[src/hw/ssw_pkg.sv]
// Purpose: shared constants for the supply supervisor and watchdog
// Assumes: a slow reference tick of REF_TICK_HZ times the supervisor periods
// Notes:   register byte offsets are word aligned on a 32-bit bus

package ssw_pkg;

	// slow reference tick rate and the printed periods
	localparam int REF_TICK_HZ    = 1000;
	localparam int RST_TIMEOUT_MS = 250;
	localparam int WDT_SHORT_MS   = 250;
	localparam int WDT_MID_MS     = 750;
	localparam int WDT_LONG_MS    = 1750;

	// tick counts derived from the times above
	localparam int CNT_W = 12;
	localparam logic [CNT_W-1:0] RST_TICKS = CNT_W'(RST_TIMEOUT_MS * REF_TICK_HZ / 1000);
	localparam logic [CNT_W-1:0] WDT_SHORT_TICKS = CNT_W'(WDT_SHORT_MS * REF_TICK_HZ / 1000);
	localparam logic [CNT_W-1:0] WDT_MID_TICKS   = CNT_W'(WDT_MID_MS * REF_TICK_HZ / 1000);
	localparam logic [CNT_W-1:0] WDT_LONG_TICKS  = CNT_W'(WDT_LONG_MS * REF_TICK_HZ / 1000);

	// watchdog period select encodings
	localparam logic [1:0] WDT_SEL_LONG  = 2'h0;
	localparam logic [1:0] WDT_SEL_MID   = 2'h1;
	localparam logic [1:0] WDT_SEL_SHORT = 2'h2;
	localparam logic [1:0] WDT_SEL_OFF   = 2'h3;

	// register byte offsets
	localparam logic [7:0] OFS_POWER_CONFIG = 8'h00;
	localparam logic [7:0] OFS_STATUS       = 8'h04;
	localparam logic [7:0] OFS_INT_STAT     = 8'h08;
	localparam logic [7:0] OFS_INT_MASK     = 8'h0C;

	// power_config_reg fields
	localparam int BIT_POLICY   = 0;
	localparam int BIT_BUS_OFF  = 1;
	localparam int BIT_WDT_LO   = 2;
	localparam int BIT_WDT_HI   = 3;
	localparam logic [3:0] POWER_CONFIG_RST = 4'hC;

	// status fields
	localparam int BIT_ON_BACKUP = 0;
	localparam int BIT_RST_ACT   = 1;
	localparam int BIT_POR_ACT   = 2;
	localparam int BIT_WDT_RUN   = 3;

	// interrupt event bits
	localparam int EV_W          = 3;
	localparam int EV_ENTER_BKP  = 0;
	localparam int EV_LEAVE_BKP  = 1;
	localparam int EV_WDT_EXPIRE = 2;
	localparam logic [EV_W-1:0] EV_RST = 3'h0;

	// reset sequencer states
	typedef enum logic [1:0] {
		ST_POR,
		ST_RUN,
		ST_WDT,
		ST_LVR
	} ssw_state_e;

endpackage : ssw_pkg

[src/hw/ssw_top.sv]
// Purpose: supply supervisor, power-on / low-voltage reset and watchdog
// Assumes: comparator flags and bus start pulses synchronous to clk_i
// Notes:   wishbone classic slave, one ack per access, level interrupt
//
// Local design decisions: the Wishbone interface to the registers and the address map.

`timescale 1ns/1ps
`default_nettype none

module ssw_top
	import ssw_pkg::*;
(
	input  wire logic        clk_i,
	input  wire logic        rst_i,
	input  wire logic        wb_cyc_i,
	input  wire logic        wb_stb_i,
	input  wire logic        wb_we_i,
	input  wire logic [7:0]  wb_adr_i,
	input  wire logic [3:0]  wb_sel_i,
	input  wire logic [31:0] wb_dat_i,
	output logic      [31:0] wb_dat_o,
	output logic             wb_ack_o,
	input  wire logic        ref_tick_i,
	input  wire logic        main_lt_bkp_hys_i,
	input  wire logic        main_gt_bkp_hys_i,
	input  wire logic        main_lt_trip_i,
	input  wire logic        main_gt_trip_hys_i,
	input  wire logic        main_above_rst_thr_i,
	input  wire logic        bus_start_i,
	output logic             rst_n_o,
	output logic             on_backup_o,
	output logic             bus_enable_o,
	output logic             nv_access_block_o,
	output logic             irq_o
);

	// register state
	logic [3:0]      power_config_reg;
	logic [EV_W-1:0] int_stat_r;
	logic [EV_W-1:0] int_mask_r;
	logic [EV_W-1:0] int_stat_nxt;
	logic [31:0]     dat_r;
	logic [31:0]     dat_nxt;
	logic            ack_r;
	ssw_state_e      state_r;
	ssw_state_e      state_nxt;
	logic            rst_n_r;
	logic            bkp_out_r;
	logic            bus_en_r;
	logic            nv_block_r;
	logic            irq_r;
	logic            bkp_d_r;
	logic [1:0]      wdt_sel_d_r;
	logic [CNT_W-1:0] wdt_period;

	wire on_backup;
	wire wdt_zero;
	wire rst_zero;

	// bus decode
	wire acc       = wb_cyc_i && wb_stb_i && !ack_r;
	wire wr_lane0  = acc && wb_we_i && wb_sel_i[0];
	wire hit_cfg   = (wb_adr_i == OFS_POWER_CONFIG);
	wire hit_stat  = (wb_adr_i == OFS_STATUS);
	wire hit_istat = (wb_adr_i == OFS_INT_STAT);
	wire hit_imask = (wb_adr_i == OFS_INT_MASK);
	wire wr_cfg    = wr_lane0 && hit_cfg;
	wire wr_istat  = wr_lane0 && hit_istat;
	wire wr_imask  = wr_lane0 && hit_imask;

	// configuration fields
	wire       policy  = power_config_reg[BIT_POLICY];
	wire       bus_off = power_config_reg[BIT_BUS_OFF];
	wire [1:0] wdt_sel = {power_config_reg[BIT_WDT_HI], power_config_reg[BIT_WDT_LO]};
	wire       wdt_en  = (wdt_sel != WDT_SEL_OFF) && !on_backup;

	// sequencer conditions
	wire main_ok    = main_above_rst_thr_i;
	wire in_run     = (state_r == ST_RUN);
	// a start landing in the expiry cycle still refreshes
	wire wdt_expire = in_run && wdt_en && wdt_zero && !bus_start_i;
	// a new period field restarts the count, else the old period runs out first
	wire wdt_sel_chg = (wdt_sel != wdt_sel_d_r);
	// a start only counts while running, never in a timeout
	wire wdt_reload = !in_run || !wdt_en || bus_start_i || wdt_sel_chg;
	// outside a watchdog timeout the reset timer runs only while main is good and not on backup
	wire rst_hold   = !main_ok || on_backup;
	wire rst_load   = in_run || ((state_r != ST_WDT) && rst_hold);
	wire rst_run    = !in_run;

	// period field decode
	always_comb begin
		case (wdt_sel)
			WDT_SEL_SHORT: wdt_period = WDT_SHORT_TICKS;
			WDT_SEL_MID:   wdt_period = WDT_MID_TICKS;
			WDT_SEL_LONG:  wdt_period = WDT_LONG_TICKS;
			default:       wdt_period = WDT_LONG_TICKS;
		endcase
	end

	ssw_supply_switch u_switch (
		.clk_i              (clk_i),
		.rst_i              (rst_i),
		.policy_i           (policy),
		.main_lt_bkp_hys_i  (main_lt_bkp_hys_i),
		.main_gt_bkp_hys_i  (main_gt_bkp_hys_i),
		.main_lt_trip_i     (main_lt_trip_i),
		.main_gt_trip_hys_i (main_gt_trip_hys_i),
		.on_backup_o        (on_backup)
	);

	ssw_tick_timer #(
		.RST_VAL (WDT_LONG_TICKS)
	) u_wdt_tmr (
		.clk_i      (clk_i),
		.rst_i      (rst_i),
		.load_i     (wdt_reload),
		.load_val_i (wdt_period),
		.run_i      (in_run && wdt_en),
		.tick_i     (ref_tick_i),
		.zero_o     (wdt_zero)
	);

	ssw_tick_timer #(
		.RST_VAL (RST_TICKS)
	) u_rst_tmr (
		.clk_i      (clk_i),
		.rst_i      (rst_i),
		.load_i     (rst_load),
		.load_val_i (RST_TICKS),
		.run_i      (rst_run),
		.tick_i     (ref_tick_i),
		.zero_o     (rst_zero)
	);

	// reset sequencer: a supply dip always wins over a watchdog timeout
	always_comb begin
		state_nxt = state_r;
		case (state_r)
			ST_POR: begin
				if (rst_zero && !rst_load)
					state_nxt = ST_RUN;
			end
			ST_RUN: begin
				if (rst_hold && !main_ok)
					state_nxt = ST_LVR;
				else if (wdt_expire)
					state_nxt = ST_WDT;
			end
			ST_WDT: begin
				if (!main_ok)
					state_nxt = ST_LVR;
				else if (rst_zero)
					state_nxt = ST_RUN;
			end
			ST_LVR: begin
				if (rst_zero && !rst_load)
					state_nxt = ST_RUN;
			end
			default: state_nxt = ST_POR;
		endcase
	end

	// sequencer and pin flops, reset and block pins taken from the next state so they match it
	always_ff @(posedge clk_i) begin
		if (rst_i) begin
			state_r    <= ST_POR;
			rst_n_r    <= 1'b0;
			nv_block_r <= 1'b1;
			bkp_out_r  <= 1'b0;
			bus_en_r   <= 1'b1;
			bkp_d_r    <= 1'b0;
			wdt_sel_d_r <= WDT_SEL_OFF;
		end else begin
			state_r    <= state_nxt;
			rst_n_r    <= (state_nxt == ST_RUN);
			nv_block_r <= (state_nxt == ST_POR);
			bkp_out_r  <= on_backup;
			bus_en_r   <= !(on_backup && bus_off);
			bkp_d_r    <= on_backup;
			wdt_sel_d_r <= wdt_sel;
		end
	end

	// sticky events: a new event beats a clear in the same cycle
	wire [EV_W-1:0] ev_set;
	assign ev_set[EV_ENTER_BKP]  = on_backup && !bkp_d_r;
	assign ev_set[EV_LEAVE_BKP]  = !on_backup && bkp_d_r;
	assign ev_set[EV_WDT_EXPIRE] = (state_r == ST_RUN) && (state_nxt == ST_WDT);
	wire [EV_W-1:0] ev_clr = wr_istat ? wb_dat_i[EV_W-1:0] : EV_RST;
	assign int_stat_nxt = ev_set | (int_stat_r & ~ev_clr);

	// register writes and interrupt level
	always_ff @(posedge clk_i) begin
		if (rst_i) begin
			power_config_reg <= POWER_CONFIG_RST;
			int_stat_r       <= EV_RST;
			int_mask_r       <= EV_RST;
			irq_r            <= 1'b0;
		end else begin
			if (wr_cfg)
				power_config_reg <= wb_dat_i[3:0];
			if (wr_imask)
				int_mask_r <= wb_dat_i[EV_W-1:0];
			int_stat_r <= int_stat_nxt;
			irq_r      <= |(int_stat_nxt & (wr_imask ? wb_dat_i[EV_W-1:0] : int_mask_r));
		end
	end

	// read mux; unmapped offsets read zero and still ack
	wire [31:0] rd_status = {28'h0, in_run && wdt_en, state_r == ST_POR,
		state_r != ST_RUN, on_backup};
	always_comb begin
		dat_nxt = 32'h0;
		if (hit_cfg)
			dat_nxt = {28'h0, power_config_reg};
		else if (hit_stat)
			dat_nxt = rd_status;
		else if (hit_istat)
			dat_nxt = {29'h0, int_stat_r};
		else if (hit_imask)
			dat_nxt = {29'h0, int_mask_r};
	end

	// single-cycle registered answer, dropped the cycle after
	always_ff @(posedge clk_i) begin
		if (rst_i) begin
			ack_r <= 1'b0;
			dat_r <= 32'h0;
		end else begin
			ack_r <= acc;
			if (acc)
				dat_r <= dat_nxt;
		end
	end

	assign wb_ack_o          = ack_r;
	assign wb_dat_o          = dat_r;
	assign rst_n_o           = rst_n_r;
	assign on_backup_o       = bkp_out_r;
	assign bus_enable_o      = bus_en_r;
	assign nv_access_block_o = nv_block_r;
	assign irq_o             = irq_r;

	// helper: ticks spent with main good and off backup since last dip or backup, saturating
	logic [CNT_W:0] ok_ticks;
	always_ff @(posedge clk_i) begin
		if (rst_i || rst_hold)
			ok_ticks <= '0;
		else if (ref_tick_i && !ok_ticks[CNT_W])
			ok_ticks <= ok_ticks + (CNT_W+1)'(1);
	end

	// helper: ticks since the last watchdog reload
	logic [CNT_W-1:0] wdt_age;
	always_ff @(posedge clk_i) begin
		if (rst_i || wdt_reload)
			wdt_age <= '0;
		else if (ref_tick_i && in_run && wdt_en && !wdt_zero)
			wdt_age <= wdt_age + CNT_W'(1);
	end
endmodule : ssw_top

`default_nettype wire

[src/hw/ssw_supply_switch.sv]
// Purpose: main/backup supply selection under two switchover policies
// Assumes: comparator flags already synchronised to clk_i
// Notes:   starts on main supply after reset

`timescale 1ns/1ps
`default_nettype none

module ssw_supply_switch
	import ssw_pkg::*;
(
	input  wire logic clk_i,
	input  wire logic rst_i,
	input  wire logic policy_i,
	input  wire logic main_lt_bkp_hys_i,
	input  wire logic main_gt_bkp_hys_i,
	input  wire logic main_lt_trip_i,
	input  wire logic main_gt_trip_hys_i,
	output logic      on_backup_o
);

	logic on_backup_r;
	logic on_backup_nxt;
	wire  enter_std;
	wire  leave_std;
	wire  enter_bkp;
	wire  leave_bkp;

	// standard needs both comparisons to drop, either one to return
	assign enter_std = main_lt_bkp_hys_i && main_lt_trip_i;
	assign leave_std = main_gt_bkp_hys_i || main_gt_trip_hys_i;
	// legacy simply follows the higher supply, with hysteresis
	assign enter_bkp = policy_i ? main_lt_bkp_hys_i : enter_std;
	assign leave_bkp = policy_i ? main_gt_bkp_hys_i : leave_std;
	assign on_backup_nxt = on_backup_r ? !leave_bkp : enter_bkp;
	assign on_backup_o = on_backup_r;

	// mode flop
	always_ff @(posedge clk_i) begin
		if (rst_i)
			on_backup_r <= 1'b0;
		else
			on_backup_r <= on_backup_nxt;
	end
endmodule : ssw_supply_switch

`default_nettype wire

[src/hw/ssw_tick_timer.sv]
// Purpose: down counter of slow reference ticks with load and zero flag
// Assumes: tick_i is a one-cycle pulse
// Notes:   holds at zero until reloaded

`timescale 1ns/1ps
`default_nettype none

module ssw_tick_timer
	import ssw_pkg::*;
#(
	parameter logic [CNT_W-1:0] RST_VAL = RST_TICKS
) (
	input  wire logic             clk_i,
	input  wire logic             rst_i,
	input  wire logic             load_i,
	input  wire logic [CNT_W-1:0] load_val_i,
	input  wire logic             run_i,
	input  wire logic             tick_i,
	output logic                  zero_o
);

	logic [CNT_W-1:0] cnt_r;

	// load wins over counting so a refresh is never half taken
	always_ff @(posedge clk_i) begin
		if (rst_i)
			cnt_r <= RST_VAL;
		else if (load_i)
			cnt_r <= load_val_i;
		else if (run_i && tick_i && cnt_r != '0)
			cnt_r <= cnt_r - CNT_W'(1);
	end

	assign zero_o = (cnt_r == '0);
endmodule : ssw_tick_timer

`default_nettype wire

[config.mk]
export PLATFORM = sky130hd
export DESIGN_NAME = ssw_top
export DESIGN_NICKNAME = d
export VERILOG_FILES = /design/src/hw/ssw_pkg.sv /design/src/hw/ssw_top.sv /design/src/hw/ssw_supply_switch.sv /design/src/hw/ssw_tick_timer.sv
export SDC_FILE = /design/constraint.sdc
export NUM_CORES = 1
export LEC_CHECK = 0
export ABC_AREA = 1
export BUFFER_PORTS_ARGS = -buffer_cell sky130_fd_sc_hd__buf_4
export CORE_ASPECT_RATIO = 1.25
export CORE_MARGIN = 2
export CORE_UTILIZATION = 55
export CTS_BUF_LIST = sky130_fd_sc_hd__clkbuf_2 sky130_fd_sc_hd__clkbuf_4 sky130_fd_sc_hd__clkbuf_8
export DETAILED_ROUTE_END_ITERATION = 8
export PLACE_DENSITY_LB_ADDON = 0.3
export RECOVER_POWER = 100
export REMOVE_ABC_BUFFERS = 1
export SLEW_MARGIN = 20
export SYNTH_ARGS = -nofsm -noshare
export SYNTH_HDL_FRONTEND = slang
export SYNTH_SLANG_ARGS = --single-unit
[constraint.sdc]
create_clock -name clk_i -period 2.35 [get_ports clk_i]
set_input_delay 0.47 -clock clk_i [delete_from_list [all_inputs] [get_ports clk_i]]
set_output_delay 0.47 -clock clk_i [all_outputs]
set_load 0.01 [all_outputs]
==> metrics.txt, run 1 <==
# TYPE chip_impl_metric gauge
chip_impl_info{name="status",value="complete, no violations"} 1
chip_impl_metric{name="synthXorXnorAreaFrac",unit=""} 0.0427
chip_impl_metric{name="cell_count_of_the_worst_reg_to_reg_path",unit=""} 8
chip_impl_metric{name="grt_max_degree",unit=""} 17
chip_impl_metric{name="floorplan.initialDensity",unit=""} 0.570
chip_impl_metric{name="tritoncts.num_buffers",unit=""} 5
chip_impl_metric{name="timing.final.setup_violations",unit=""} 0
chip_impl_metric{name="antenna_violations_before_repair",unit=""} 0
chip_impl_info{name="combinational_family_with_the_most_area_after_synthesis",value="simple AND/OR/NAND/NOR gates"} 1
chip_impl_metric{name="cap_violations",unit=""} 0
chip_impl_metric{name="cts_hold_buffers",unit=""} 0
chip_impl_metric{name="synthArstFlopShare",unit=""} 0
chip_impl_info{name="synthFlopType",value="dfxtp_1"} 1
chip_impl_metric{name="fraction_of_the_mapped_netlist_area_in_compound_gates",unit=""} 0.125
chip_impl_metric{name="detail_route.first_pass.iterations",unit=""} 4
chip_impl_metric{name="synth_warn",unit=""} 0
chip_impl_metric{name="worst_ir_drop_vdd",unit="uV"} 447
chip_impl_metric{name="cts_num_sinks",unit=""} 49
chip_impl_metric{name="diodes",unit=""} 0
chip_impl_metric{name="synth_simple_gate_area_frac",unit=""} 0.299
chip_impl_metric{name="detailedPlacementHpwl",unit="um"} 4500
chip_impl_metric{name="placementRows",unit=""} 29
chip_impl_metric{name="synth_sequential_area_ratio",unit=""} 0.341
chip_impl_metric{name="power_per_cell_area",unit="nW/um2"} 560
chip_impl_metric{name="static_leakage_power",unit="nW"} 1.37
chip_impl_metric{name="clock_tree.htree_level_count",unit=""} 2
chip_impl_metric{name="cts_setup_buffers",unit=""} 0
chip_impl_metric{name="gr-usage-all-layers",unit=""} 0.217
chip_impl_metric{name="timing.final.max_slew_violations",unit=""} 0
chip_impl_metric{name="post_synth_mux_area_share",unit=""} 0
chip_impl_info{name="path_class_of_the_lowest_slack_min_delay_path",value="input port to flop"} 1
chip_impl_metric{name="worstPathRequired",unit="ps"} 2550
chip_impl_metric{name="finalHoldViolCount",unit=""} 0
chip_impl_info{name="timing.critical_path.to_type",value="flop"} 1
chip_impl_info{name="cts_root_buffer",value="clkbuf_8"} 1
chip_impl_metric{name="worst-slew-pin-transition",unit="ps"} 738
chip_impl_metric{name="synthDistinctLibCells",unit=""} 37
chip_impl_metric{name="finalInstanceArea",unit="um2"} 3130
chip_impl_metric{name="final_layout_size_suffix_gt1_frac",unit=""} 0.110
chip_impl_info{name="cts_tree",value="built"} 1
chip_impl_metric{name="synth_top_cell_area_share",unit=""} 0.341
chip_impl_info{name="synth_area_leader_cell",value="dfxtp_1"} 1
chip_impl_metric{name="first_global_vias",unit=""} 2423
chip_impl_metric{name="core_area",unit="um2"} 5040
chip_impl_metric{name="chipHeight",unit="um"} 84.8
chip_impl_metric{name="finClkSkew",unit="ps"} 10.3
chip_impl_metric{name="detailedRoute.firstIterationViolations",unit=""} 94
chip_impl_metric{name="arrival_time_worst_endpoint",unit="ps"} 2100
chip_impl_info{name="rsz0062_at_grt",value="no"} 1
chip_impl_metric{name="holdPathStages",unit=""} 3
chip_impl_metric{name="area_of_the_multi_input_gates",unit="um2"} 1550
chip_impl_metric{name="seq_area",unit="um2"} 981
chip_impl_metric{name="design.final.nets",unit=""} 509
chip_impl_metric{name="die_w",unit="um"} 68.6
chip_impl_metric{name="finalWorstPathRequiredPeriod",unit="ps"} 1910
chip_impl_metric{name="path_max_fanout",unit=""} 13
chip_impl_info{name="crit-reg2reg-capture",value="u_rst_tmr.cnt_r[2]"} 1
chip_impl_metric{name="remaining_drc_errors",unit=""} 0
chip_impl_metric{name="dpl_cell_area",unit="um2"} 3090
chip_impl_info{name="min-delay-start",value="wb_dat_i[3]"} 1
chip_impl_metric{name="syn_to_final_growth",unit="%"} 8.97
chip_impl_metric{name="route.vias.total",unit=""} 2550
chip_impl_metric{name="number_of_flops_mapped_to_enable_cells_by_yosys",unit=""} 0
chip_impl_metric{name="cts_max_path_buffers",unit=""} 2
chip_impl_metric{name="number_of_storage_elements_in_the_synthesis_netlist",unit=""} 49
chip_impl_metric{name="fp.dieArea",unit="um2"} 5820
chip_impl_metric{name="core_utilization_of_the_finished_layout",unit=""} 0.621
chip_impl_metric{name="skew_pair_late_insertion_delay",unit="ps"} 310
chip_impl_metric{name="setup_tns",unit="ps"} 0
chip_impl_info{name="yosys-top-cells-area",value="dfxtp_1 34%, nand2_1 12%, buf_4 7.8%"} 1
chip_impl_metric{name="post_synth.cell_area_avg",unit="um2"} 7.09
chip_impl_info{name="start_kind",value="flop"} 1
chip_impl_metric{name="reg_to_reg_slack_setup",unit="ps"} 440
chip_impl_metric{name="wl_per_cell",unit="um"} 11.5
chip_impl_metric{name="final_global_route_overflow_total",unit=""} 0
chip_impl_metric{name="synth_area",unit="um2"} 2870
chip_impl_metric{name="max_freq",unit="GHz"} 0.524
chip_impl_metric{name="grt_first_pass_wirelength",unit="um"} 9900
chip_impl_metric{name="drt-total-wl",unit="um"} 5840
chip_impl_metric{name="fillCellCount",unit=""} 504
chip_impl_metric{name="power",unit="mW"} 1.75
chip_impl_metric{name="post_drt_via_cell_ratio",unit=""} 5.04
chip_impl_metric{name="hold-worst-slack",unit="ps"} 376
chip_impl_metric{name="maxSlewHeadroom",unit=""} 0.508
chip_impl_metric{name="antenna_left",unit=""} 0
chip_impl_metric{name="post_cts_resize_count",unit=""} 0
chip_impl_metric{name="synth-adder-area-share",unit=""} 0.0436
chip_impl_info{name="criticalPathCategory",value="flop to flop"} 1
chip_impl_metric{name="fin_crit_sh",unit=""} 0.811
chip_impl_metric{name="io_buffer_count",unit=""} 34
chip_impl_info{name="layout_top_registers",value="u_rst_tmr.cnt_r x12, u_wdt_tmr.cnt_r x12"} 1
chip_impl_metric{name="clk_transition_reported_paths",unit="ps"} 100
chip_impl_metric{name="gp_congestion",unit=""} 0.881
chip_impl_metric{name="post_synth_inst_count",unit=""} 405
chip_impl_info{name="holdPathEnd",value="power_config_reg[3]"} 1
chip_impl_info{name="critical_path.reg2reg.startpoint",value="state_r[1]"} 1
chip_impl_metric{name="io-pin-count",unit=""} 94
[layer usage]
layer	vias up	GRT usage	share of wire
li1	1322	-	-
met3	9	0.0322	0.043
met5	-	0	0
met2	62	0.388	0.51
met4	0	0.0818	0.014
met1	1157	0.248	0.43
[cell families after synthesis]
logic type      count (synthesis)
other cells                     1
compound gates                 60
simple gates                  192
fa+ha+maj                      10
flops                          49
buf+inv                        79
xor+xnor                       14
[synthesized netlist by cell type (all sizes together) (3+ instances only)]
library cell / number
dfxtp: 49
xnor2: 4
nand4: 5
buf: 31
nand2: 98
nand3: 27
o211ai: 10
xor2: 10
a21oi: 24
a31oi: 3
nor3: 5
nor2: 52
o21ai: 19
inv: 45
ha: 10
[through the flow]
stage               setup slack, ps  instances
floorplan                       860        399
global placement                616        498
detailed placement              609        498
CTS                             608        506
global route                    242        506
finish                          443        506
[how the worst max path moves through the flow]
| stage | from | end | slack, ps |
|---|---|---|---|
| 2_1_floorplan | power_config_reg[2] | u_wdt_tmr.cnt_r[11] | 860 |
| 3_3_place_gp | wb_adr_i[1] | irq_o | 620 |
| 3_5_place_dp | wb_adr_i[1] | irq_o | 610 |
| 4_1_cts | state_r[1] | rst_n_o | 610 |
| 5_1_grt | state_r[1] | u_rst_tmr.cnt_r[2] | 240 |
| 6_report | state_r[1] | u_rst_tmr.cnt_r[2] | 440 |
[where the power goes]
group | total, mW | switching, mW | internal [mW]
clock network | 0.608 | 0.289 | 0.319
registers | 0.885 | 0.0229 | 0.862
logic | 0.260 | 0.168 | 0.0925
[layout by cell type (no fill, tap or decap), types with 2 or more instances in the layout]
cell	Yosys	routed
conb_1	1	28
o21ai_0	18	19
a31oi_1	3	3
nor2_1	43	46
nand3b_1	2	2
inv_1	43	43
buf_4	30	24
clkbuf_1	2	12
a21oi_1	23	23
clkbuf_8	0	5
o211ai_1	8	8
ha_1	10	10
nand2_1	94	95
nand4_1	5	5
nand3_1	26	27
nor2_2	6	4
nand2_4	3	2
o211ai_2	2	2
dfxtp_1	49	49
xnor2_1	4	4
nor3_1	5	5
nor2_4	3	2
xor2_1	10	10
[worst max-delay path: stages (launching register included)]
cell and delay [ps]:
dfxtp_1 370, inv_1 90, ha_1 230, inv_1 150
nand3_1 400, inv_2 340, nand3_1 110, nand2_1 70
a21oi_1 40
[final cells by class]
cell class              instances  area share
inverters                      46      0.0568
flip-flops and latches         49       0.313
multi-input cells             304       0.494
clock buffers                   5      0.0220
well taps                      62      0.0248
repair buffers                 37      0.0743
clock inverters                 3      0.0148
No activity file was read; power rests on OpenSTA's default activity.
==> run 2: changes to the inputs <==
CORE_UTILIZATION = 53   (was 55)
clock period = 1.88 ns   (was 2.35 ns; I/O delays follow)
==> run 2 against run 1 <==
First-iteration DRC count decreased by 12%. Critical path type unchanged. Count of clock-buffer cells in the layout increased by 2. Clock skew decreased by 6.3 ps. Critical path depth increased by 2. Clock power increased by 5.9%. Non-clock buffer count increased by 2. Global-route usage decreased by 0.71 points. Utilization decreased by 1.2 points. Cell count increased by 0.40%. Wire length increased by 3.4%. Highest routed layer unchanged. Fmax increased by 13%.
==> metrics.txt, run 2 (synthesis gave the netlist of run 1 again) <==
# TYPE chip_impl_metric gauge
chip_impl_info{name="status",value="complete, no violations"} 1
chip_impl_metric{name="die_w",unit="um"} 69.9
chip_impl_metric{name="final_layout_size_suffix_gt1_frac",unit=""} 0.121
chip_impl_metric{name="placementRows",unit=""} 29
chip_impl_metric{name="gr-usage-all-layers",unit=""} 0.210
chip_impl_metric{name="worst_ir_drop_vdd",unit="uV"} 381
chip_impl_metric{name="gp_congestion",unit=""} 0.892
chip_impl_info{name="critPathSlowestCell",value="dfxtp_1"} 1
chip_impl_metric{name="skew_pair_late_insertion_delay",unit="ps"} 300
chip_impl_info{name="final_cell_mix",value="93 x nand2_1, 49 x dfxtp_1, 44 x nor2_1"} 1
chip_impl_metric{name="detail_route.first_pass.iterations",unit=""} 4
chip_impl_metric{name="tritoncts.num_buffers",unit=""} 5
chip_impl_metric{name="drt-total-wl",unit="um"} 6040
chip_impl_metric{name="worstPathRequired",unit="ps"} 2130
chip_impl_metric{name="hold-worst-slack",unit="ps"} 310
chip_impl_metric{name="timing.final.max_slew_violations",unit=""} 0
chip_impl_metric{name="floorplan.initialDensity",unit=""} 0.558
chip_impl_metric{name="power_per_cell_area",unit="nW/um2"} 664
chip_impl_info{name="final_common_cell",value="nand2_1"} 1
chip_impl_metric{name="fp.dieArea",unit="um2"} 6030
chip_impl_info{name="path_class_of_the_lowest_slack_min_delay_path",value="input port to flop"} 1
chip_impl_metric{name="path_buf_inv",unit=""} 2
chip_impl_info{name="critical-path-top-cell-by-count",value="nand2_4"} 1
chip_impl_metric{name="detailedRoute.firstIterationViolations",unit=""} 83
chip_impl_metric{name="slack_of_the_critical_path",unit="ps"} 191
chip_impl_metric{name="intPower",unit="mW"} 1.49
chip_impl_metric{name="worst_path_largest_cell_delay",unit="ps"} 350
chip_impl_metric{name="sw_frac_of_total",unit=""} 0.285
chip_impl_info{name="start_kind",value="flop"} 1
chip_impl_metric{name="core_area",unit="um2"} 5150
chip_impl_metric{name="clock_power_share",unit=""} 0.310
chip_impl_metric{name="fillCellCount",unit=""} 513
chip_impl_info{name="cp_top_family",value="simple AND/OR/NAND/NOR gates"} 1
chip_impl_info{name="timing.critical_path.cells",value="ha_1 > nor2_1 > nand2_2 > nor2_4 > nand2_4 > inv_6 > nand2_4 > o21ai_0 > inv_1 > nand2_1"} 1
chip_impl_metric{name="syn_to_final_growth",unit="%"} 9.15
chip_impl_metric{name="path_max_fanout",unit=""} 16
chip_impl_metric{name="finalWorstPathRequiredPeriod",unit="ps"} 1690
chip_impl_metric{name="max_freq",unit="GHz"} 0.592
chip_impl_metric{name="chipHeight",unit="um"} 86.3
chip_impl_metric{name="final_global_route_overflow_total",unit=""} 0
chip_impl_metric{name="clk_transition_reported_paths",unit="ps"} 90
chip_impl_metric{name="antenna_violations_before_repair",unit=""} 0
chip_impl_metric{name="design.final.nets",unit=""} 511
chip_impl_metric{name="sequentialPowerShare",unit=""} 0.532
chip_impl_metric{name="antenna_left",unit=""} 0
chip_impl_metric{name="wl_per_cell",unit="um"} 11.9
chip_impl_metric{name="diodes",unit=""} 0
chip_impl_metric{name="grt_first_pass_wirelength",unit="um"} 10100
chip_impl_metric{name="timing.final.setup_violations",unit=""} 0
chip_impl_info{name="criticalPathCategory",value="flop to flop"} 1
chip_impl_metric{name="seq_area",unit="um2"} 981
chip_impl_metric{name="grt_max_degree",unit=""} 17
chip_impl_metric{name="first_global_vias",unit=""} 2321
chip_impl_info{name="layout_top_registers",value="u_rst_tmr.cnt_r x12, u_wdt_tmr.cnt_r x12"} 1
chip_impl_metric{name="setup_tns",unit="ps"} 0
chip_impl_info{name="timing.critical_path.to_type",value="flop"} 1
chip_impl_metric{name="cap_violations",unit=""} 0
chip_impl_metric{name="route.vias.total",unit=""} 2545
chip_impl_metric{name="placement.setup.worst_slack",unit="ps"} 164
chip_impl_metric{name="finClkSkew",unit="ps"} 4.06
chip_impl_metric{name="clock_tree.htree_level_count",unit=""} 2
chip_impl_metric{name="arrival_time_worst_endpoint",unit="ps"} 1940
chip_impl_metric{name="cts_max_path_buffers",unit=""} 2
chip_impl_metric{name="detailedPlacementHpwl",unit="um"} 4690
chip_impl_metric{name="area_of_the_multi_input_gates",unit="um2"} 1570
chip_impl_metric{name="remaining_drc_errors",unit=""} 0
chip_impl_metric{name="power.switching",unit="mW"} 0.592
chip_impl_metric{name="io_buffer_count",unit=""} 34
chip_impl_metric{name="placedCellCount",unit=""} 500
chip_impl_info{name="cts_root_buffer",value="clkbuf_8"} 1
chip_impl_metric{name="fin_crit_sh",unit=""} 0.899
chip_impl_metric{name="pwr-share-comb",unit=""} 0.158
chip_impl_metric{name="io-pin-count",unit=""} 94
chip_impl_metric{name="cts_setup_buffers",unit=""} 0
chip_impl_metric{name="static_leakage_power",unit="nW"} 1.37
chip_impl_metric{name="cts_num_sinks",unit=""} 49
chip_impl_metric{name="post_layout_nonfiller_instances",unit=""} 508
chip_impl_info{name="cts_tree",value="built"} 1
chip_impl_metric{name="post_drt_via_cell_ratio",unit=""} 5.01
chip_impl_metric{name="finalHoldViolCount",unit=""} 0
run 2: final timing paths:
| path | slack (ps) | startpoint | cells past startpoint | to |
|---|---|---|---|---|
| setup / recovery | 190 | power_config_reg[2] | 10 | u_wdt_tmr.cnt_r[9] |
| hold / removal | 310 | wb_dat_i[3] | 3 | power_config_reg[3] |
| setup reg to reg | 190 | power_config_reg[2] | 10 | u_wdt_tmr.cnt_r[9] |
| hold reg to reg | 430 | power_config_reg[1] | 1 | bus_enable_o |
run 2: area by class of cell:
class / count / area share
Inverter: 46 / 0.0567
Clock inverter: 1 / 0.00239
Tap cell: 62 / 0.0247
Sequential cell: 49 / 0.313
Timing Repair Buffer: 39 / 0.0770
Multi-Input combinational cell: 304 / 0.500
Clock buffer: 7 / 0.0267
run 2: what timing repair did:
item                                    CTS  global route
gates resized for setup                   0             4
endpoints found under the setup margin    0             5
hold buffers                              0             0
endpoints found under the hold margin     0             0
run 2: worst register-to-register path, cell delays in order, from the launching register on:
cell	delay (ps)
dfxtp_1	350
ha_1	210
nor2_1	140
nand2_2	120
nor2_4	140
nand2_4	120
inv_6	110
nand2_4	130
o21ai_0	210
inv_1	60
nand2_1	60
run 2: power by group through the flow:
stage / Sequential (mW) / Clock (mW) / Combinational, mW
global route: 1.11 / 0.723 / 0.381
finish: 1.11 / 0.644 / 0.330
CTS: 1.11 / 0.670 / 0.347
detailed placement: 1.13 / 0 / 0.345
global placement: 1.13 / 0 / 0.337
floorplan: 1.13 / 0 / 0.209
run 2: metrics by stage:
step                      area (um2)  total power [mW]  utilization
after detailed placement        3100              1.48        0.602
after global routing            3140              2.22        0.609
after CTS                       3190              2.12        0.619
final                           3140              2.08        0.609
after global placement          3100              1.47        0.602
after floorplan                 2730              1.34            -
run 2: metal layers:
metal  global-route usage  vias to the layer above  routed length (um)
li1                     -                     1327                   -
met2                0.382                       46                3130
met4               0.0787                        0                  94
met1                0.243                     1165                2620
met5                    0                        -                   0
met3               0.0407                        7                 188
==> run 3: changes to the inputs <==
CORE_ASPECT_RATIO = 1.2   (was 1.25)
==> run 3 against run 2 <==
Sequential cell count unchanged. Fmax decreased by 5.3%. Combinational power about the same. Non-clock buffer count increased by 1. First-iteration DRC count decreased by 6.0%. Hold slack got worse by 19 ps. Utilization decreased by 0.28 points. Clock skew increased by 8.8 ps. Sequential share of layout area decreased by 0.50 points. Die area about the same. Sequential power about the same. Critical path type unchanged. Critical endpoint is now irq_o.
==> metrics.txt, run 3 (synthesis gave the netlist of run 1 again) <==
# TYPE chip_impl_metric gauge
chip_impl_metric{name="max_freq",unit="GHz"} 0.560
chip_impl_metric{name="skew_pair_late_insertion_delay",unit="ps"} 300
chip_impl_info{name="timing.critical_path.to_type",value="flop"} 1
chip_impl_metric{name="sequentialPowerShare",unit=""} 0.497
chip_impl_metric{name="pwr-share-comb",unit=""} 0.149
chip_impl_metric{name="drt-total-wl",unit="um"} 6080
chip_impl_metric{name="finalInstanceArea",unit="um2"} 3190
chip_impl_info{name="final_common_cell",value="nand2_1"} 1
chip_impl_info{name="cts_root_buffer",value="clkbuf_8"} 1
chip_impl_metric{name="cell_count_of_the_worst_reg_to_reg_path",unit=""} 10
chip_impl_metric{name="remaining_drc_errors",unit=""} 0
chip_impl_metric{name="antenna_violations_before_repair",unit=""} 0
chip_impl_info{name="cp_top_family",value="simple AND/OR/NAND/NOR gates"} 1
chip_impl_metric{name="finalWorstPathRequiredPeriod",unit="ps"} 1780
chip_impl_metric{name="gr-usage-all-layers",unit=""} 0.215
chip_impl_metric{name="syn_to_final_growth",unit="%"} 10.9
chip_impl_info{name="path_class_of_the_lowest_slack_min_delay_path",value="input port to flop"} 1
chip_impl_metric{name="io_buffer_count",unit=""} 34
chip_impl_metric{name="cap_violations",unit=""} 0
chip_impl_metric{name="route.vias.total",unit=""} 2586
chip_impl_metric{name="first_global_vias",unit=""} 2426
chip_impl_info{name="crit-reg2reg-capture",value="irq_o"} 1
chip_impl_metric{name="arrival_time_worst_endpoint",unit="ps"} 2030
chip_impl_metric{name="dpl_cell_area",unit="um2"} 3110
chip_impl_metric{name="fillCellCount",unit=""} 507
chip_impl_info{name="final_cell_mix",value="94 x nand2_1, 49 x dfxtp_1, 45 x nor2_1"} 1
chip_impl_metric{name="worst_ir_drop_vdd",unit="uV"} 634
chip_impl_metric{name="seq_area",unit="um2"} 981
chip_impl_metric{name="timing.final.setup_violations",unit=""} 0
chip_impl_metric{name="grt_max_degree",unit=""} 17
chip_impl_metric{name="worstPathRequired",unit="ps"} 2120
chip_impl_metric{name="sw_frac_of_total",unit=""} 0.268
chip_impl_info{name="rsz0062_at_grt",value="yes"} 1
chip_impl_metric{name="fin_crit_sh",unit=""} 0.949
chip_impl_metric{name="cts_num_sinks",unit=""} 49
chip_impl_metric{name="diodes",unit=""} 0
chip_impl_metric{name="clock_tree.htree_level_count",unit=""} 2
chip_impl_info{name="layout_top_registers",value="u_rst_tmr.cnt_r x12, u_wdt_tmr.cnt_r x12"} 1
chip_impl_metric{name="critical_path_cell_count",unit=""} 10
chip_impl_info{name="cts_tree",value="built"} 1
chip_impl_metric{name="finClkSkew",unit="ps"} 12.9
chip_impl_metric{name="floorplan.initialDensity",unit=""} 0.546
chip_impl_metric{name="final_global_route_overflow_total",unit=""} 0
chip_impl_metric{name="chipHeight",unit="um"} 84.7
chip_impl_metric{name="clock_power_share",unit=""} 0.354
chip_impl_metric{name="area_of_the_multi_input_gates",unit="um2"} 1570
chip_impl_metric{name="path_max_fanout",unit=""} 4
chip_impl_metric{name="detail_route.first_pass.iterations",unit=""} 4
chip_impl_metric{name="grt_first_pass_wirelength",unit="um"} 10500
chip_impl_metric{name="detailedRoute.firstIterationViolations",unit=""} 78
chip_impl_metric{name="holdPathStages",unit=""} 3
chip_impl_metric{name="fp.dieArea",unit="um2"} 6030
chip_impl_metric{name="io-pin-count",unit=""} 94
chip_impl_info{name="crit_end",value="irq_o"} 1
chip_impl_metric{name="tritoncts.num_buffers",unit=""} 5
chip_impl_metric{name="static_leakage_power",unit="nW"} 1.40
chip_impl_metric{name="timing.final.max_slew_violations",unit=""} 0
chip_impl_metric{name="power_per_cell_area",unit="nW/um2"} 699
chip_impl_metric{name="setup_tns",unit="ps"} 0
chip_impl_info{name="start_kind",value="flop"} 1
chip_impl_metric{name="post_drt_via_cell_ratio",unit=""} 5.08
chip_impl_metric{name="path_buf_inv",unit=""} 1
chip_impl_metric{name="finalHoldViolCount",unit=""} 0
chip_impl_metric{name="reg_to_reg_slack_setup",unit="ps"} 100
chip_impl_info{name="critical_path.reg2reg.startpoint",value="state_r[1]"} 1
chip_impl_metric{name="placementRows",unit=""} 29
chip_impl_info{name="timing.critical_path.cells",value="inv_1 > ha_1 > nand2_1 > nor2_2 > nand3_1 > o21ai_0 > nand2_1 > nand2_1 > nand2_1 > nand2_1"} 1
chip_impl_metric{name="final_layout_size_suffix_gt1_frac",unit=""} 0.128
chip_impl_metric{name="intPower",unit="mW"} 1.63
chip_impl_metric{name="core_area",unit="um2"} 5260
chip_impl_metric{name="antenna_left",unit=""} 0
chip_impl_metric{name="wl_per_cell",unit="um"} 11.9
chip_impl_metric{name="design.final.nets",unit=""} 512
chip_impl_metric{name="gp_congestion",unit=""} 0.862
chip_impl_metric{name="power.switching",unit="mW"} 0.597
chip_impl_info{name="status",value="complete, no violations"} 1
chip_impl_metric{name="die_w",unit="um"} 71.2
chip_impl_info{name="critical-path-top-cell-by-count",value="nand2_1"} 1
chip_impl_metric{name="cts_max_path_buffers",unit=""} 2
chip_impl_info{name="critical_path.startpoint",value="state_r[1]"} 1
chip_impl_metric{name="clk_transition_reported_paths",unit="ps"} 100
chip_impl_info{name="criticalPathCategory",value="flop to flop"} 1
chip_impl_info{name="critPathSlowestCell",value="dfxtp_1"} 1
chip_impl_metric{name="worst_path_largest_cell_delay",unit="ps"} 350
chip_impl_metric{name="detailedPlacementHpwl",unit="um"} 4780
run 3: area by class of cell:
| type | instances | area share |
|---|---|---|
| clock inverters | 2 | 0.0118 |
| inverters | 46 | 0.0558 |
| flip-flops and latches | 49 | 0.308 |
| multi-input cells | 304 | 0.494 |
| repair buffers | 40 | 0.0805 |
| well taps | 62 | 0.0243 |
| clock buffers | 6 | 0.0259 |
run 3: worst min path at each step:
stage	from	endpoint	slack, ps
finish	wb_dat_i[3]	power_config_reg[3]	290
detailed placement	power_config_reg[1]	bus_enable_o	400
floorplan	power_config_reg[1]	bus_enable_o	380
global placement	power_config_reg[1]	bus_enable_o	410
global route	wb_dat_i[3]	power_config_reg[3]	290
CTS	wb_dat_i[3]	power_config_reg[3]	290
run 3: power groups by stage:
stage	registers, mW	clock network (mW)	logic, mW
floorplan	1.13	0	0.209
global placement	1.13	0	0.337
detailed placement	1.13	0	0.346
CTS	1.11	0.810	0.347
global route	1.11	0.843	0.382
finish	1.11	0.788	0.331
run 3: routing by layer:
layer / part of all wire / vias to the layer above / GRT usage
li1: - / 1323 / -
met1: 0.42 / 1194 / 0.258
met2: 0.53 / 63 / 0.381
met3: 0.045 / 6 / 0.0432
met4: 0.012 / 0 / 0.0686
met5: 0 / - / 0
run 3: timing repair:
item / 4_1_cts / 5_1_grt
hold buffers: 0 / 0
buffers inserted: 0 / 0
gates resized for setup: 0 / 3
endpoints found under the setup margin: 0 / 5
run 3: per-stage QoR:
step                utilization  power, mW  setup WS, ps  hold slack (ps)  std cells
floorplan                     -       1.34           390              379        399
global placement          0.591       1.47           177              406        501
detailed placement        0.591       1.48           150              400        501
CTS                       0.614       2.26           114              290        509
global route              0.606       2.34         -19.0              291        509
finish                    0.606       2.23          95.2              292        509
run 3: worst reg2reg max path: cells and delay by family, from the launching register on:
family	cells	cell delay, ps
AOI/OAI and AO/OA	1	230
buffers and inverters	1	100
adders and majority gates	1	230
and+or+nand+nor	7	810
DFF	1	350
